[config.mk]
export PLATFORM = sky130hd
export DESIGN_NAME = dps_top
export DESIGN_NICKNAME = d
export VERILOG_FILES = /design/src/dps_pkg.sv /design/src/dps_tmr_if.sv /design/src/dps_timer.sv /design/src/dps_top.sv
export VERILOG_INCLUDE_DIRS = /design/src /design/src/src
export SDC_FILE = /design/constraint.sdc
export NUM_CORES = 2
export LEC_CHECK = 0
export ABC_AREA = 0
export ABC_CLOCK_PERIOD_IN_PS = 28900
export BUFFER_PORTS_ARGS = -buffer_cell sky130_fd_sc_hd__buf_4
export CAP_MARGIN = 20
export CORE_ASPECT_RATIO = 0.9
export CORE_UTILIZATION = 55
export DETAILED_ROUTE_END_ITERATION = 8
export PLACE_DENSITY_LB_ADDON = 0.15
export SYNTH_ARGS = -nofsm -noshare
export SYNTH_HDL_FRONTEND = slang
export SYNTH_SLANG_ARGS = --single-unit
[constraint.sdc]
create_clock -name clk_in -period 28.9 [get_ports clk_in]
set_input_delay 5.78 -clock clk_in [delete_from_list [all_inputs] [get_ports clk_in]]
set_output_delay 5.78 -clock clk_in [all_outputs]
set_load 0.02 [all_outputs]
[src/dps_defines.svh]
// constants and summary for the drive protection supervisor
// Summary of operation
// - overload mode: off, low-speed compensated, uncompensated
// - overload coefficient scales drive rated current
// - stall protection enable and bus threshold
// - decelerating above stall threshold freezes frequency
// - stall hold over one minute raises fault
// - units digit picks pre-alarm monitoring window
// - tens digit: continue, or alarm and stop
// - hundreds digit picks motor or drive reference
// - pre-alarm only after full detection time
// - current dropping restarts detection timer
// - current limit threshold, percent of drive rating
// - limiting lowers frequency at programmed rate
// - limiting always in ramps, selectable at constant
// - auto reset retries count at interval
// - switch and external faults need manual reset
// - reset interval stops output, then catch spin
// - selector A: comm, contactor, memory fault action
// - selector B: undervoltage, retry interval, lock-up
// - keep three fault codes plus snapshot
// - snapshot holds voltage, current, frequency, reset zero
// - clear-memory command erases history and snapshot unless a fault is recorded in the same cycle
`ifndef DPS_DEFINES_SVH
`define DPS_DEFINES_SVH
`define DPS_CLK_PERIOD_NS   100
`define DPS_FINE_TICK_NS    100000
`define DPS_FINE_CYCLES     (`DPS_FINE_TICK_NS / `DPS_CLK_PERIOD_NS)
`define DPS_COARSE_TICK_MS  100
`define DPS_FINE_PER_COARSE (`DPS_COARSE_TICK_MS * 1000000 / `DPS_FINE_TICK_NS)
`define DPS_STALL_TIMEOUT_S 60
`define DPS_STALL_TICKS     10'(`DPS_STALL_TIMEOUT_S * 1000 / `DPS_COARSE_TICK_MS)
`define DPS_MOL_TIMEOUT_S   60
`define DPS_MOL_TICKS       10'(`DPS_MOL_TIMEOUT_S * 1000 / `DPS_COARSE_TICK_MS)
`define DPS_LOWSPEED_FREQ   17'h00BB8
`define DPS_PCT_SCALE       32'h0000_03E8
`define DPS_RATE_STEP       14'h2710
`define DPS_RETRY_MAX       4'hA
`define DPS_INTERVAL_MIN    8'h14
`define DPS_CODE_NONE       5'h00
`define DPS_CODE_IGBT       5'h0A
`define DPS_CODE_DRV_OL     5'h0D
`define DPS_CODE_MOT_OL     5'h0E
`define DPS_CODE_EXT        5'h0F
`define DPS_CODE_COMM       5'h12
`define DPS_CODE_CONTACTOR  5'h13
`define DPS_CODE_NVM        5'h14
`define DPS_CODE_UNDERVOLT  5'h16
`define DPS_INIT_CLEAR      2'h1
`define DPS_LUTA_DEFAULT    6'h2A
`define DPS_LUTB_DEFAULT    11'h554
`define DPS_LUTB_UNITS      4'h0
`define DPS_LUTB_TENS       4'h2
`define DPS_LUTB_HUNDREDS   4'h4
`define DPS_LUTB_THOUSANDS  4'h7
`define DPS_SYNC_COMM       0
`define DPS_SYNC_CONTACTOR  1
`define DPS_SYNC_NVM        2
`define DPS_SYNC_UNDERVOLT  3
`define DPS_SYNC_MANRESET   4
`define DPS_T_STALL         0
`define DPS_T_PREALARM      1
`define DPS_T_MOTOR_OL      2
`define DPS_T_RETRY         3
`endif

[src/dps_pkg.sv]
// types shared by the protection supervisor modules
package dps_pkg;
	// operating phase reported by the ramp generator
	typedef enum logic [1:0] {
		DPS_PH_STOP,
		DPS_PH_ACCEL,
		DPS_PH_DECEL,
		DPS_PH_CONST
	} dps_phase_t;

	// supervisor mode
	typedef enum logic [1:0] {
		DPS_RUN,
		DPS_RETRY_WAIT,
		DPS_LOCKED
	} dps_mode_t;

	// whole register state of the top module
	typedef struct packed {
		dps_mode_t   mode;      // supervisor mode
		logic [4:0]  sync1;     // first synchroniser stage
		logic [4:0]  sync2;     // second synchroniser stage
		logic [4:0]  sync3;     // edge history of stage two
		logic [9:0]  fine_cnt;  // fine divider
		logic [9:0]  coarse_cnt;// coarse divider
		logic        fine_tick; // fine enable pulse
		logic        coarse_tick;// coarse enable pulse
		logic [16:0] freq_cmd;  // commanded frequency
		logic [13:0] acc;       // ramp-down accumulator
		logic [3:0]  retries;   // auto resets used
		logic [4:0]  code;      // active fault code
		logic        catch_spin;// restart pulse
		logic        stall;     // stall hold flag
		logic        climit;    // current limit flag
		logic        relay;     // fault relay level
		logic [4:0]  hist0;     // latest fault type
		logic [4:0]  hist1;     // second latest
		logic [4:0]  hist2;     // third latest
		logic [9:0]  snap_v;    // bus voltage at fault
		logic [13:0] snap_i;    // current at fault
		logic [16:0] snap_f;    // frequency at fault
	} dps_state_t;
endpackage

[src/dps_tmr_if.sv]
// link between the supervisor and one of its timers
`timescale 1ns/10ps
interface dps_tmr_if;
	logic       run;     // timer counts while high
	logic       tick;    // coarse enable pulse
	logic [9:0] limit;   // expiry in ticks
	logic       expired; // run lasted the whole limit
	modport ctl (output run, output tick, output limit, input expired);
	modport tmr (input run, input tick, input limit, output expired);
endinterface

[src/dps_timer.sv]
// qualifying timer: expires after run holds for limit ticks
`timescale 1ns/10ps
module dps_timer (
	input  wire logic clk_in, // system clock
	input  wire logic rst_in, // synchronous reset
	dps_tmr_if.tmr    bus     // run, tick, limit, expired
);
	import dps_pkg::*;

	// counter and registered expiry
	typedef struct packed {
		logic [9:0] cnt;     // elapsed ticks
		logic       expired; // registered expiry
	} dps_tmr_state_t;

	dps_tmr_state_t s;      // present state
	dps_tmr_state_t next_s; // next state

	assign bus.expired = s.expired;

	// count while run holds, drop to zero otherwise
	always_comb begin
		next_s = s;
		if (!bus.run) begin
			next_s.cnt = 10'h000;
		end else if (bus.tick && s.cnt < bus.limit) begin
			next_s.cnt = s.cnt + 10'h001;
		end
		next_s.expired = bus.run && (next_s.cnt >= bus.limit);
	end

	// state register
	always_ff @(posedge clk_in) begin
		if (rst_in) begin
			s <= '0;
		end else begin
			s <= next_s;
		end
	end
endmodule

[src/dps_top.sv]
// drive protection supervisor top module
`timescale 1ns/10ps
`include "dps_defines.svh"
module dps_top #(
	parameter int         FINE_CYCLES  = `DPS_FINE_CYCLES,     // 100 us
	parameter int         FINE_PER_CRS = `DPS_FINE_PER_COARSE, // 100 ms
	parameter logic [5:0] LUT_A = `DPS_LUTA_DEFAULT,  // selector A table
	parameter logic [10:0] LUT_B = `DPS_LUTB_DEFAULT  // selector B table
) (
	input  wire logic              clk_in,      // 10 MHz clock
	input  wire logic              rst_in,      // sync reset, high
	input  wire dps_pkg::dps_phase_t phase_in,  // ramp phase
	input  wire logic [9:0]  bus_voltage_in,    // bus volts
	input  wire logic [9:0]  bus_nominal_in,    // bus 100 % volts
	input  wire logic [13:0] output_current_in, // current, 0.1 A
	input  wire logic [13:0] motor_rated_current_in, // 0.1 A
	input  wire logic [13:0] drive_rated_current_in, // 0.1 A
	input  wire logic [16:0] freq_ref_in,       // ramp freq, 0.01 Hz
	input  wire logic [1:0]  motor_overload_mode_in,        // 0..2
	input  wire logic [10:0] motor_overload_coefficient_in, // 0.1 %
	input  wire logic        stall_overvoltage_enable_in,   // enable
	input  wire logic [10:0] stall_overvoltage_threshold_in,// 0.1 %
	input  wire logic [2:0]  overload_detect_selector_in,   // digits
	input  wire logic [10:0] overload_prealarm_threshold_in,// 0.1 %
	input  wire logic [9:0]  overload_detect_time_in,       // 0.1 s
	input  wire logic [10:0] current_limit_threshold_in,    // 0.1 %
	input  wire logic [13:0] current_limit_ramp_rate_in,    // .01Hz/s
	input  wire logic current_limit_const_speed_enable_in,  // enable
	input  wire logic [3:0]  auto_reset_count_in,    // retries
	input  wire logic [7:0]  auto_reset_interval_in, // 0.1 s
	input  wire logic [2:0]  protective_action_sel_a_in, // digits
	input  wire logic [5:0]  protective_action_sel_b_in, // digits
	input  wire logic [1:0]  parameter_init_command_in,  // command
	input  wire logic        parameter_init_strobe_in,   // apply
	input  wire logic        fault_event_in,     // other fault pulse
	input  wire logic [4:0]  fault_code_in,      // its code
	input  wire logic        comm_fault_in,      // pin
	input  wire logic        contactor_fault_in, // pin
	input  wire logic        nvm_fault_in,       // pin
	input  wire logic        undervoltage_in,    // pin
	input  wire logic        manual_reset_in,    // pin
	output logic [16:0] freq_cmd_out,           // commanded freq
	output logic        run_enable_out,         // output enabled
	output logic        stall_hold_out,         // stall holding
	output logic        current_limit_out,      // limiting
	output logic        overload_prealarm_out,  // pre-alarm
	output logic        motor_overload_out,     // motor overload
	output logic        catch_spin_out,         // restart pulse
	output logic        fault_active_out,       // fault present
	output logic        fault_relay_out,        // fault relay
	output logic [4:0]  fault_code_out,         // active code
	output logic [4:0]  fault_type_latest_out,        // history
	output logic [4:0]  fault_type_second_latest_out, // history
	output logic [4:0]  fault_type_third_latest_out,  // history
	output logic [9:0]  fault_bus_voltage_out,        // snapshot
	output logic [13:0] fault_output_current_out,     // snapshot
	output logic [16:0] fault_output_frequency_out    // snapshot
);
	import dps_pkg::*;

	// measured value above pct (0.1 %) of reference
	function automatic logic above(input logic [13:0] meas,
		input logic [13:0] ref_val, input logic [10:0] pct);
		logic [31:0] lhs;
		logic [31:0] rhs;
		lhs = 32'(meas) * `DPS_PCT_SCALE;
		rhs = 32'(pct) * 32'(ref_val);
		return lhs > rhs;
	endfunction

	// one entry of a selector lookup table
	function automatic logic lut_b(input logic [3:0] base,
		input logic [1:0] val);
		logic [3:0] idx;
		idx = base + 4'(val);
		return LUT_B[idx];
	endfunction

	dps_state_t s;        // present state
	dps_state_t next_s;   // next state
	dps_tmr_if  tif[4](); // stall, pre-alarm, overload, retry

	logic       running;   // drive running, no fault
	logic       stall_now; // stall condition
	logic       cl_now;    // current limit condition
	logic       pa_over;   // pre-alarm current condition
	logic       mol_over;  // motor overload condition
	logic [10:0] mol_pct;  // effective overload coefficient
	logic [13:0] pa_ref;   // pre-alarm reference current
	logic [7:0] interval;  // clamped retry interval
	logic [3:0] max_retry; // clamped retry count
	logic       new_fault; // fault raised this cycle
	logic [4:0] new_code;  // its code
	logic       man_edge;  // manual reset rising edge
	logic [14:0] acc_sum;  // ramp accumulator plus rate, no wrap

	// timers share the coarse enable
	genvar gi;
	generate
		for (gi = 0; gi < 4; gi++) begin : g_tmr
			assign tif[gi].tick = s.coarse_tick;
			dps_timer u_tmr (
				.clk_in (clk_in),
				.rst_in (rst_in),
				.bus    (tif[gi])
			);
		end
	endgenerate

	assign tif[`DPS_T_STALL].run     = stall_now;
	assign tif[`DPS_T_STALL].limit   = `DPS_STALL_TICKS;
	assign tif[`DPS_T_PREALARM].run   = pa_over;
	assign tif[`DPS_T_PREALARM].limit = overload_detect_time_in;
	assign tif[`DPS_T_MOTOR_OL].run   = mol_over;
	assign tif[`DPS_T_MOTOR_OL].limit = `DPS_MOL_TICKS;
	assign tif[`DPS_T_RETRY].run   = (s.mode == DPS_RETRY_WAIT);
	assign tif[`DPS_T_RETRY].limit = {2'h0, interval};

	// protection conditions from live measurements
	always_comb begin
		running = (s.mode == DPS_RUN) && (phase_in != DPS_PH_STOP);
		stall_now = running && stall_overvoltage_enable_in &&
			(phase_in == DPS_PH_DECEL) &&
			above({4'h0, bus_voltage_in}, {4'h0, bus_nominal_in},
				stall_overvoltage_threshold_in);
		cl_now = running && ((phase_in != DPS_PH_CONST) ||
			current_limit_const_speed_enable_in) &&
			above(output_current_in, drive_rated_current_in,
				current_limit_threshold_in);
		pa_ref = overload_detect_selector_in[2] ?
			drive_rated_current_in : motor_rated_current_in;
		pa_over = running && (!overload_detect_selector_in[0] ||
			(phase_in == DPS_PH_CONST)) &&
			above(output_current_in, pa_ref,
				overload_prealarm_threshold_in);
		// low-speed compensation lowers threshold by a quarter
		mol_pct = motor_overload_coefficient_in;
		if (motor_overload_mode_in == 2'h1 &&
			freq_ref_in < `DPS_LOWSPEED_FREQ) begin
			mol_pct = mol_pct - (mol_pct >> 2);
		end
		mol_over = running && (motor_overload_mode_in != 2'h0) &&
			(motor_overload_mode_in != 2'h3) &&
			above(output_current_in, drive_rated_current_in, mol_pct);
		interval = (auto_reset_interval_in < `DPS_INTERVAL_MIN) ?
			`DPS_INTERVAL_MIN : auto_reset_interval_in;
		max_retry = (auto_reset_count_in > `DPS_RETRY_MAX) ?
			`DPS_RETRY_MAX : auto_reset_count_in;
		man_edge = s.sync2[`DPS_SYNC_MANRESET] &&
			!s.sync3[`DPS_SYNC_MANRESET];
		acc_sum = {1'b0, s.acc} + {1'b0, current_limit_ramp_rate_in};
	end

	// fault source arbitration, first listed wins
	always_comb begin
		new_fault = 1'b0;
		new_code  = `DPS_CODE_NONE;
		if (s.mode == DPS_RUN) begin
			new_fault = 1'b1;
			if (fault_event_in) begin
				new_code = fault_code_in;
			end else if (tif[`DPS_T_STALL].expired) begin
				new_code = `DPS_CODE_EXT;
			end else if (tif[`DPS_T_PREALARM].expired &&
				overload_detect_selector_in[1]) begin
				new_code = overload_detect_selector_in[2] ?
					`DPS_CODE_DRV_OL : `DPS_CODE_MOT_OL;
			end else if (tif[`DPS_T_MOTOR_OL].expired) begin
				new_code = `DPS_CODE_MOT_OL;
			end else if (s.sync2[`DPS_SYNC_COMM] &&
				!LUT_A[{2'h0, protective_action_sel_a_in[0]}]) begin
				new_code = `DPS_CODE_COMM;
			end else if (s.sync2[`DPS_SYNC_CONTACTOR] &&
				!LUT_A[3'h2 + {2'h0, protective_action_sel_a_in[1]}]) begin
				new_code = `DPS_CODE_CONTACTOR;
			end else if (s.sync2[`DPS_SYNC_NVM] &&
				!LUT_A[3'h4 + {2'h0, protective_action_sel_a_in[2]}]) begin
				new_code = `DPS_CODE_NVM;
			end else if (s.sync2[`DPS_SYNC_UNDERVOLT] &&
				lut_b(`DPS_LUTB_THOUSANDS,
					protective_action_sel_b_in[5:4])) begin
				new_code = `DPS_CODE_UNDERVOLT;
			end else begin
				new_fault = 1'b0;
			end
		end
	end

	// next state of the whole supervisor
	always_comb begin
		next_s = s;
		next_s.catch_spin  = 1'b0;
		next_s.fine_tick   = 1'b0;
		next_s.coarse_tick = 1'b0;
		// two-stage synchronisers for pin inputs
		next_s.sync1 = {manual_reset_in, undervoltage_in, nvm_fault_in,
			contactor_fault_in, comm_fault_in};
		next_s.sync2 = s.sync1;
		next_s.sync3 = s.sync2;
		// fine and coarse enable dividers
		if (s.fine_cnt == 10'(FINE_CYCLES - 1)) begin
			next_s.fine_cnt  = 10'h000;
			next_s.fine_tick = 1'b1;
			if (s.coarse_cnt == 10'(FINE_PER_CRS - 1)) begin
				next_s.coarse_cnt  = 10'h000;
				next_s.coarse_tick = 1'b1;
			end else begin
				next_s.coarse_cnt = s.coarse_cnt + 10'h001;
			end
		end else begin
			next_s.fine_cnt = s.fine_cnt + 10'h001;
		end
		next_s.stall  = stall_now;
		next_s.climit = cl_now;
		// output frequency shaping
		if (!running || new_fault) begin
			// zero frequency while stopped or faulted
			next_s.freq_cmd = 17'h00000;
			next_s.acc      = 14'h0000;
		end else if (stall_now) begin
			next_s.freq_cmd = s.freq_cmd;
		end else if (cl_now) begin
			if (s.fine_tick) begin
				if (acc_sum >= {1'b0, `DPS_RATE_STEP}) begin
					next_s.acc = 14'(acc_sum - {1'b0, `DPS_RATE_STEP});
					if (s.freq_cmd != 17'h00000) begin
						next_s.freq_cmd = s.freq_cmd - 17'h00001;
					end
				end else begin
					next_s.acc = acc_sum[13:0];
				end
			end
			if (freq_ref_in < next_s.freq_cmd) begin
				next_s.freq_cmd = freq_ref_in;
			end
		end else begin
			next_s.freq_cmd = freq_ref_in;
			next_s.acc      = 14'h0000;
		end
		if (parameter_init_strobe_in &&
			parameter_init_command_in == `DPS_INIT_CLEAR) begin
			next_s.hist0  = 5'h00;
			next_s.hist1  = 5'h00;
			next_s.hist2  = 5'h00;
			next_s.snap_v = 10'h000;
			next_s.snap_i = 14'h0000;
			next_s.snap_f = 17'h00000;
		end
		// supervisor sequence
		unique case (s.mode)
			DPS_RUN: begin
				if (new_fault) begin
					next_s.hist2  = s.hist1;
					next_s.hist1  = s.hist0;
					next_s.hist0  = new_code;
					next_s.snap_v = bus_voltage_in;
					next_s.snap_i = output_current_in;
					next_s.snap_f = freq_ref_in;
					next_s.code   = new_code;
					if (s.retries < max_retry &&
						new_code != `DPS_CODE_IGBT &&
						new_code != `DPS_CODE_EXT) begin
						next_s.mode = DPS_RETRY_WAIT;
					end else begin
						next_s.mode = DPS_LOCKED;
					end
				end
			end
			DPS_RETRY_WAIT: begin
				// restart on the fly after interval
				if (tif[`DPS_T_RETRY].expired) begin
					next_s.mode       = DPS_RUN;
					next_s.retries    = s.retries + 4'h1;
					next_s.code       = `DPS_CODE_NONE;
					next_s.catch_spin = 1'b1;
				end
			end
			DPS_LOCKED: begin
				// manual reset only
				if (man_edge) begin
					next_s.mode = DPS_RUN;
					next_s.code = `DPS_CODE_NONE;
				end
			end
			default: begin
				next_s.mode = DPS_LOCKED;
			end
		endcase
		if (man_edge) begin
			next_s.retries = 4'h0;
		end
		// relay level per state from table
		if (next_s.mode == DPS_LOCKED) begin
			next_s.relay = lut_b(`DPS_LUTB_HUNDREDS,
				protective_action_sel_b_in[3:2]);
		end else if (next_s.mode == DPS_RETRY_WAIT) begin
			next_s.relay = lut_b(`DPS_LUTB_TENS,
				{1'b0, protective_action_sel_b_in[1]});
		end else if (s.sync2[`DPS_SYNC_UNDERVOLT]) begin
			next_s.relay = lut_b(`DPS_LUTB_UNITS,
				{1'b0, protective_action_sel_b_in[0]});
		end else begin
			next_s.relay = 1'b0;
		end
	end

	// state register
	always_ff @(posedge clk_in) begin
		if (rst_in) begin
			s <= '0;
		end else begin
			s <= next_s;
		end
	end

	// outputs straight from state
	assign freq_cmd_out          = s.freq_cmd;
	assign run_enable_out        = (s.mode == DPS_RUN);
	assign stall_hold_out        = s.stall;
	assign current_limit_out     = s.climit;
	assign overload_prealarm_out = tif[`DPS_T_PREALARM].expired;
	assign motor_overload_out    = tif[`DPS_T_MOTOR_OL].expired;
	assign catch_spin_out        = s.catch_spin;
	assign fault_active_out      = (s.mode != DPS_RUN);
	assign fault_relay_out       = s.relay;
	assign fault_code_out        = s.code;
	assign fault_type_latest_out        = s.hist0;
	assign fault_type_second_latest_out = s.hist1;
	assign fault_type_third_latest_out  = s.hist2;
	assign fault_bus_voltage_out        = s.snap_v;
	assign fault_output_current_out     = s.snap_i;
	assign fault_output_frequency_out   = s.snap_f;
endmodule

* Word-level counts from Yosys, hierarchy flattened
Memories as Yosys holds them, arrays and structs flattened.
Index checks and enable logic that the tools add are counted.
** Storage, ports and cells
- Memory bits (read-only) :: 64
- Register bits :: 183
- Output and inout bits :: 86
- Memories :: 5
- Word-level logic and storage cells :: 221
- Bits of input ports :: 193
** Memory list
- (name not given) :: depth 16, width 1, read ports 1, clocked after Yosys merged registers in 0, wr ports 0, RTL line dps_top.sv:76 : return LUT_B[idx];
- (name not given) :: depth 16, width 1, read ports 1, clocked after Yosys merged registers in 0, wr ports 0, RTL line dps_top.sv:76
- (name not given) :: depth 16, width 1, read ports 1, clocked after Yosys merged registers in 0, wr ports 0, RTL line dps_top.sv:76
- (name not given) :: depth 8, width 1, read ports 1, clocked after Yosys merged registers in 0, wr ports 0, RTL line dps_top.sv:177 : !LUT_A[3'h4 + {2'h0, protective_action_sel_a_in[2]}]) begin
- (name not given) :: depth 8, width 1, read ports 1, clocked after Yosys merged registers in 0, wr ports 0, RTL line dps_top.sv:174 : !LUT_A[3'h2 + {2'h0, protective_action_sel_a_in[1]}]) begin
** Operators by class
- $add $sub $neg :: 16
- Multiply operators :: 6
- Eq/ne operators :: 18
- Order comparisons :: 25
- Reduce and logical (&&, ||, !) cells :: 52
- Multiplexer cells :: 66
- Bitwise gates (word level) :: 3
** Operator list (count)
- $mux 56 :: 3
- $mux 31 :: 5
- $mux 10 :: 9
- $gt 24x25->1 :: 3
- $mul 11x14->25 :: 3
- $add 10x1->10 const B :: 6
- $mux 5 :: 11
- $mux 17 :: 3
- $logic_and 1x1->1 :: 29
- $mux 14 :: 2
- $gt 20x21->1 :: 1
- $mul 11x10->21 :: 1
- $mul 14x7->21 const B :: 1
- $mux 1 :: 21
- $eq 10x10->1 const B :: 2
- $ge 10x10->1 const B :: 2
- $lt 10x10->1 const B :: 2
- $lt 17x12->1 const B :: 1
- $lt 17x17->1 :: 1
- $mul 10x7->17 const B :: 1
- $reduce_bool 17->1 :: 1
- $sub 17x1->17 const B :: 1
- $add 14x14->15 :: 1
- $ge 15x14->1 const B :: 1
- 40 further kinds :: 75

* Logic depth before layout (Yosys ltp)
- Word-level depth :: 22
- Depth in mapped cells :: 45
- Depth with buffers taken out :: 42

* Modules after synthesis
A second synthesis with hierarchy kept.
** Second synthesis, totals
- Cells, all modules :: 4409
- Area total of the unflattened synthesis :: 36797.8 sq um
** By module, submodules not included
- dps_top :: seq. area each 2702.6 sq um, times used 1, area each 32158.3 sq um, cells an instance 3829
- dps_timer :: seq. area each 220.2 sq um, times used 4, area each 1159.9 sq um, cells an instance 145

* Least setup slack after synthesis
No wires, ideal clock.
- Kind :: input to register
- From :: input overload_detect_selector_in[2]
- To :: register g_tmr[1].u_tmr.s (netlist bit g_tmr[1].u_tmr.bus.expired)
- Slack :: 14.460 ns
- Library setup time :: 0.134 ns
- Path buffers :: 4
- Arrival time :: 14.306 ns
- Cell stages on the path :: 42
- Data required time :: 28.766 ns
- Path through :: clkbuf_1 > clkbuf_1 > mux2_2 > clkbuf_1 > and2_1 > fa_1 > inv_1 > fa_1 > fa_1 > fa_1 > fa_1 > inv_1 > ha_1 > a21oi_1 > nand2_1 > a21oi_1 > o21ai_0 > o21ai_0 > (+6 left out) > a21oi_1 > o21ai_0 > a21oi_1 > o21ai_0 > a211o_1 > nand3_1 > clkbuf_1 > nor2_1 > ha_1 > a21o_1 > a21o_1 > a21o_1 > a21o_1 > a21o_1 > a21oi_1 > nor2b_1 > o211ai_1 > a211oi_1
** RTL lines
- from (decl) :: RTL line dps_top.sv:23 : input wire logic [2:0] overload_detect_selector_in,
- to (signal assigned) :: RTL line dps_timer.sv:37 : s <= next_s;
- to (decl) :: RTL line dps_timer.sv:16 : dps_tmr_state_t s;

* Final worst setup path
- From :: input overload_detect_selector_in[2]
- To :: register g_tmr[1].u_tmr.s (netlist bit g_tmr[1].u_tmr.bus.expired)
** Between the ends
- Cells in the longest elaborated chain, start to end :: 7
** Ends and longest elaborated chain
- $mux 14 * :: RTL line dps_top.sv:130 : pa_ref = overload_detect_selector_in[2] ?
- $mul 11x14->25 * :: RTL line dps_top.sv:67 : rhs = 32'(pct) * 32'(ref_val);
- $gt 24x25->1 * :: RTL line dps_top.sv:68 : return lhs > rhs;
- $logic_and 1x1->1 * :: RTL line dps_top.sv:133 : (phase_in == DPS_PH_CONST)) &&
- $mux 10 :: RTL line dps_timer.sv:24 : if (!bus.run) begin
- $ge 10x10->1 :: RTL line dps_timer.sv:29 : next_s.expired = bus.run && (next_s.cnt >= bus.limit);
- $logic_and 1x1->1 * :: RTL line dps_timer.sv:29
Mark *: on every way between the ends. The rest lies on a longest branch, timed or not.
A chain may end at the register's enable or synchronous reset.

==> reports/qor.txt <==
Final cell count without fillers: 5,103
DR vias: 28,500
Worst vdd ir: 0.117 mV
Post-detailed-placement half-perimeter wirelength: 70.1 mm
Hold-fix buffers at CTS: 0
Post-Syn Nets: 5,334
Die Ht: 242 microns
CP required: 29.17 ns
Slew Limit Fails: 0
Post-synth ARST share: 0%
Slew headroom: 26.3%
Register area share after synthesis: 10.2%
Initial core utilization: 56.0%
Die area: 65,100 sq um
Ranking of synthesized cells by area: fa_1 (27%), ha_1 (18%), dfxtp_1 (10%)
M2 GR Usage: 44.5%
Clk slew on worst S/H paths: 0.07 ns
Inst Count DP: 5,071
DRT Wirelength: 87.9 mm
Ys flop type: dfxtp_1
Root Driver: clkbuf_16
Crit end category: flip-flop
Post-CTS setup buffer count: 0
FMAX: 0.0665 GHz
Syn. warnings: 0
Mapped Cells: 4,169
Clk Latency, worst-skew pair: 0.43 ns
Worst setup path category: in -> reg
Num CTS Buffers: 17
CTS tree: done
H-tree levels: 4
Setup TNS: 0 ns
# setup viols final: 0
WL/cell: 17.2 microns
Worst Path Buf+Inv: 3
First-pass GRT wire length: 147 mm
Antenna violations before repair: 5
Worst endpoint data arrival time: 15.30 ns
Slowest cell on the critical path: nand3_1
Remaining antenna violation count: 0
Worst Path Max Fanout: 21
Number of distinct library cells after synthesis: 91
Most frequent cells in the layout: inv_1 (597), nand2_1 (512), ha_1 (503)
Max capacitance violation total: 0
Grt met3 use: 3.99%
Unrepaired setup endpoints after global routing: false
PD cells: 102 nW/um^2
Run status: finished, final reports clean
Critical path launch point type: input pin
Slowest Stage Delay on Critical Path: 0.56 ns
GRT overflow: 0
Vias per inst: 5.59
Leading area contributor after synthesis: fa_1
Synth top area share: 26.6%
Worst R2R Setup Slack: 22.10 ns
FF+latch count, synth: 179
Post-synth EDFFs: 0
Syn_area_per_cell: 8.46 sq um
First-pass DRT Iterations: 6
Rows: 87
Area grow syn2layout: 7.58%
Most common cell after layout, fill and taps aside: inv_1
Share of cells above drive strength 1: 8.93%
Final #Nets: 5,411
Worst Max-Slew Pin Slew: 1.09 ns
Total GRT Usage: 28.0%
GP Congestion: 0.926
Num Clock Sinks: 179
Largest net degree at the start of global routing: 58
Shortest period the worst path allows: 15.03 ns
Met1 usage in global routing: 40.2%
Vias in the first global route: 28,500
LEAKAGE: 18.8 nW
Core area: 63,000 sq um
# IOs: 279
Final Hold Viols: 0
DRC violations left: 0
Tcrit/Tclk final: 52.0%
Worst Clk Skew: 0.0129 ns
Cell Area, Synth: 35,300 sq um
Fillers: 5,692
Cell family with most CP delay: adder cells
Worst min path class: reg -> reg
Clk buf depth: 2
I/O Buffers: 275
Initial DRC Count: 1,862
Die Wd: 269 microns
Resized Gates After CTS: 0
Gr busiest metal: met2
## per-stage QoR
stage,worst slack [ns],util [%],instance area [sq um],power (mW),hold slack [ns]
floorplan,14.46,-,35300,2.82,0.414
global placement,13.57,59.3,37400,3.53,0.416
detailed placement,13.51,59.3,37400,3.59,0.428
CTS,13.93,60.2,37900,3.85,0.441
global route,13.00,60.2,37900,4.36,0.452
finish,13.87,60.2,37900,3.86,0.436
## layer usage
metal / routed length, microns / vias to the layer above
met5: 58 / -
met4: 1820 / 8
met3: 5500 / 102
met2: 39800 / 775
met1: 40700 / 13900
li1: - / 13700
## final cells by class
| class | count | area, sq um | share of cell area, % |
|---|---|---|---|
| diodes | 1 | 2.50 | 0.00659 |
| clock buffers | 18 | 429 | 1.13 |
| clock inverters | 12 | 144 | 0.379 |
| inverters | 598 | 2240 | 5.92 |
| multi-input cells | 3155 | 28300 | 74.5 |
| flip-flops and latches | 179 | 3580 | 9.44 |
| well taps | 845 | 1060 | 2.79 |
| repair buffers | 295 | 2220 | 5.85 |
## worst reg2reg max path: cells and delay by family (launching register included)
| family | cells | cell delay, ns |
|---|---|---|
| flops | 1 | 0.32 |
| simple gates | 10 | 1.77 |
| mux | 1 | 0.35 |
| fa+ha+maj | 4 | 1.10 |
| compound gates | 10 | 3.18 |
## cell usage after synthesis, types with 38 or more instances
library cell and number:
ha_1 503, inv_1 597, nand2_1 513, nor2_1 191, a21o_1 73, a21oi_1 207, o21ai_0 108, nor3_1 49
fa_1 469, buf_4 80, dfxtp_1 179, nand3_1 125, clkbuf_1 147, nand4_1 50, xor2_1 95, nor2b_1 38
xnor2_1 90, and2_1 232
## cell families (layout without fill, tap and decap cells)
| kind of cell | count (synthesis) | after routing | synth area share, % |
|---|---|---|---|
| and+or+nand+nor | 1342 | 1342 | 18.4 |
| adders and majority gates | 973 | 973 | 44.5 |
| buffers and inverters | 835 | 923 | 9.79 |
| AOI/OAI and AO/OA | 628 | 628 | 11.7 |
| xor gates and xnor gates | 185 | 185 | 4.59 |
| DFF | 179 | 179 | 10.2 |
| muxes | 27 | 27 | 0.876 |
| other | 0 | 1 | 0 |
## report_power, final
part	internal (mW)	leakage (nW)	switching [mW]	total, mW
combinational	1.42	17.0	1.93	3.35
clock	0.129	0.276	0.107	0.236
sequential	0.262	1.45	0.0122	0.275
total	1.81	18.8	2.05	3.86
## state kept, by name, summed over array words and instances, names as in the netlist
name and flops:
fault_output_frequency_out 17, fault_output_current_out 14, fault_code_out 5, fault_type_third_latest_out 5, fault_type_second_latest_out 5, fault_type_latest_out 5
g_tmr.u_tmr.bus.expired 4, catch_spin_out 1, next_s 10, fault_relay_out 1, tif.tick 1, fault_bus_voltage_out 10
stall_hold_out 1, current_limit_out 1, g_tmr.u_tmr.s 40, freq_cmd_out 17, s 42
## path summary, 6_finish.rpt
path,start,endpoint,depth (start not counted)
hold reg to reg,next_s[131],next_s[126],1
hold / removal,next_s[131],next_s[126],1
setup / recovery,overload_detect_selector_in[2],g_tmr[1].u_tmr.bus.expired,38
setup reg to reg,s[69],freq_cmd_out[6],25
Note: power is estimated with default switching activity, not from simulation.
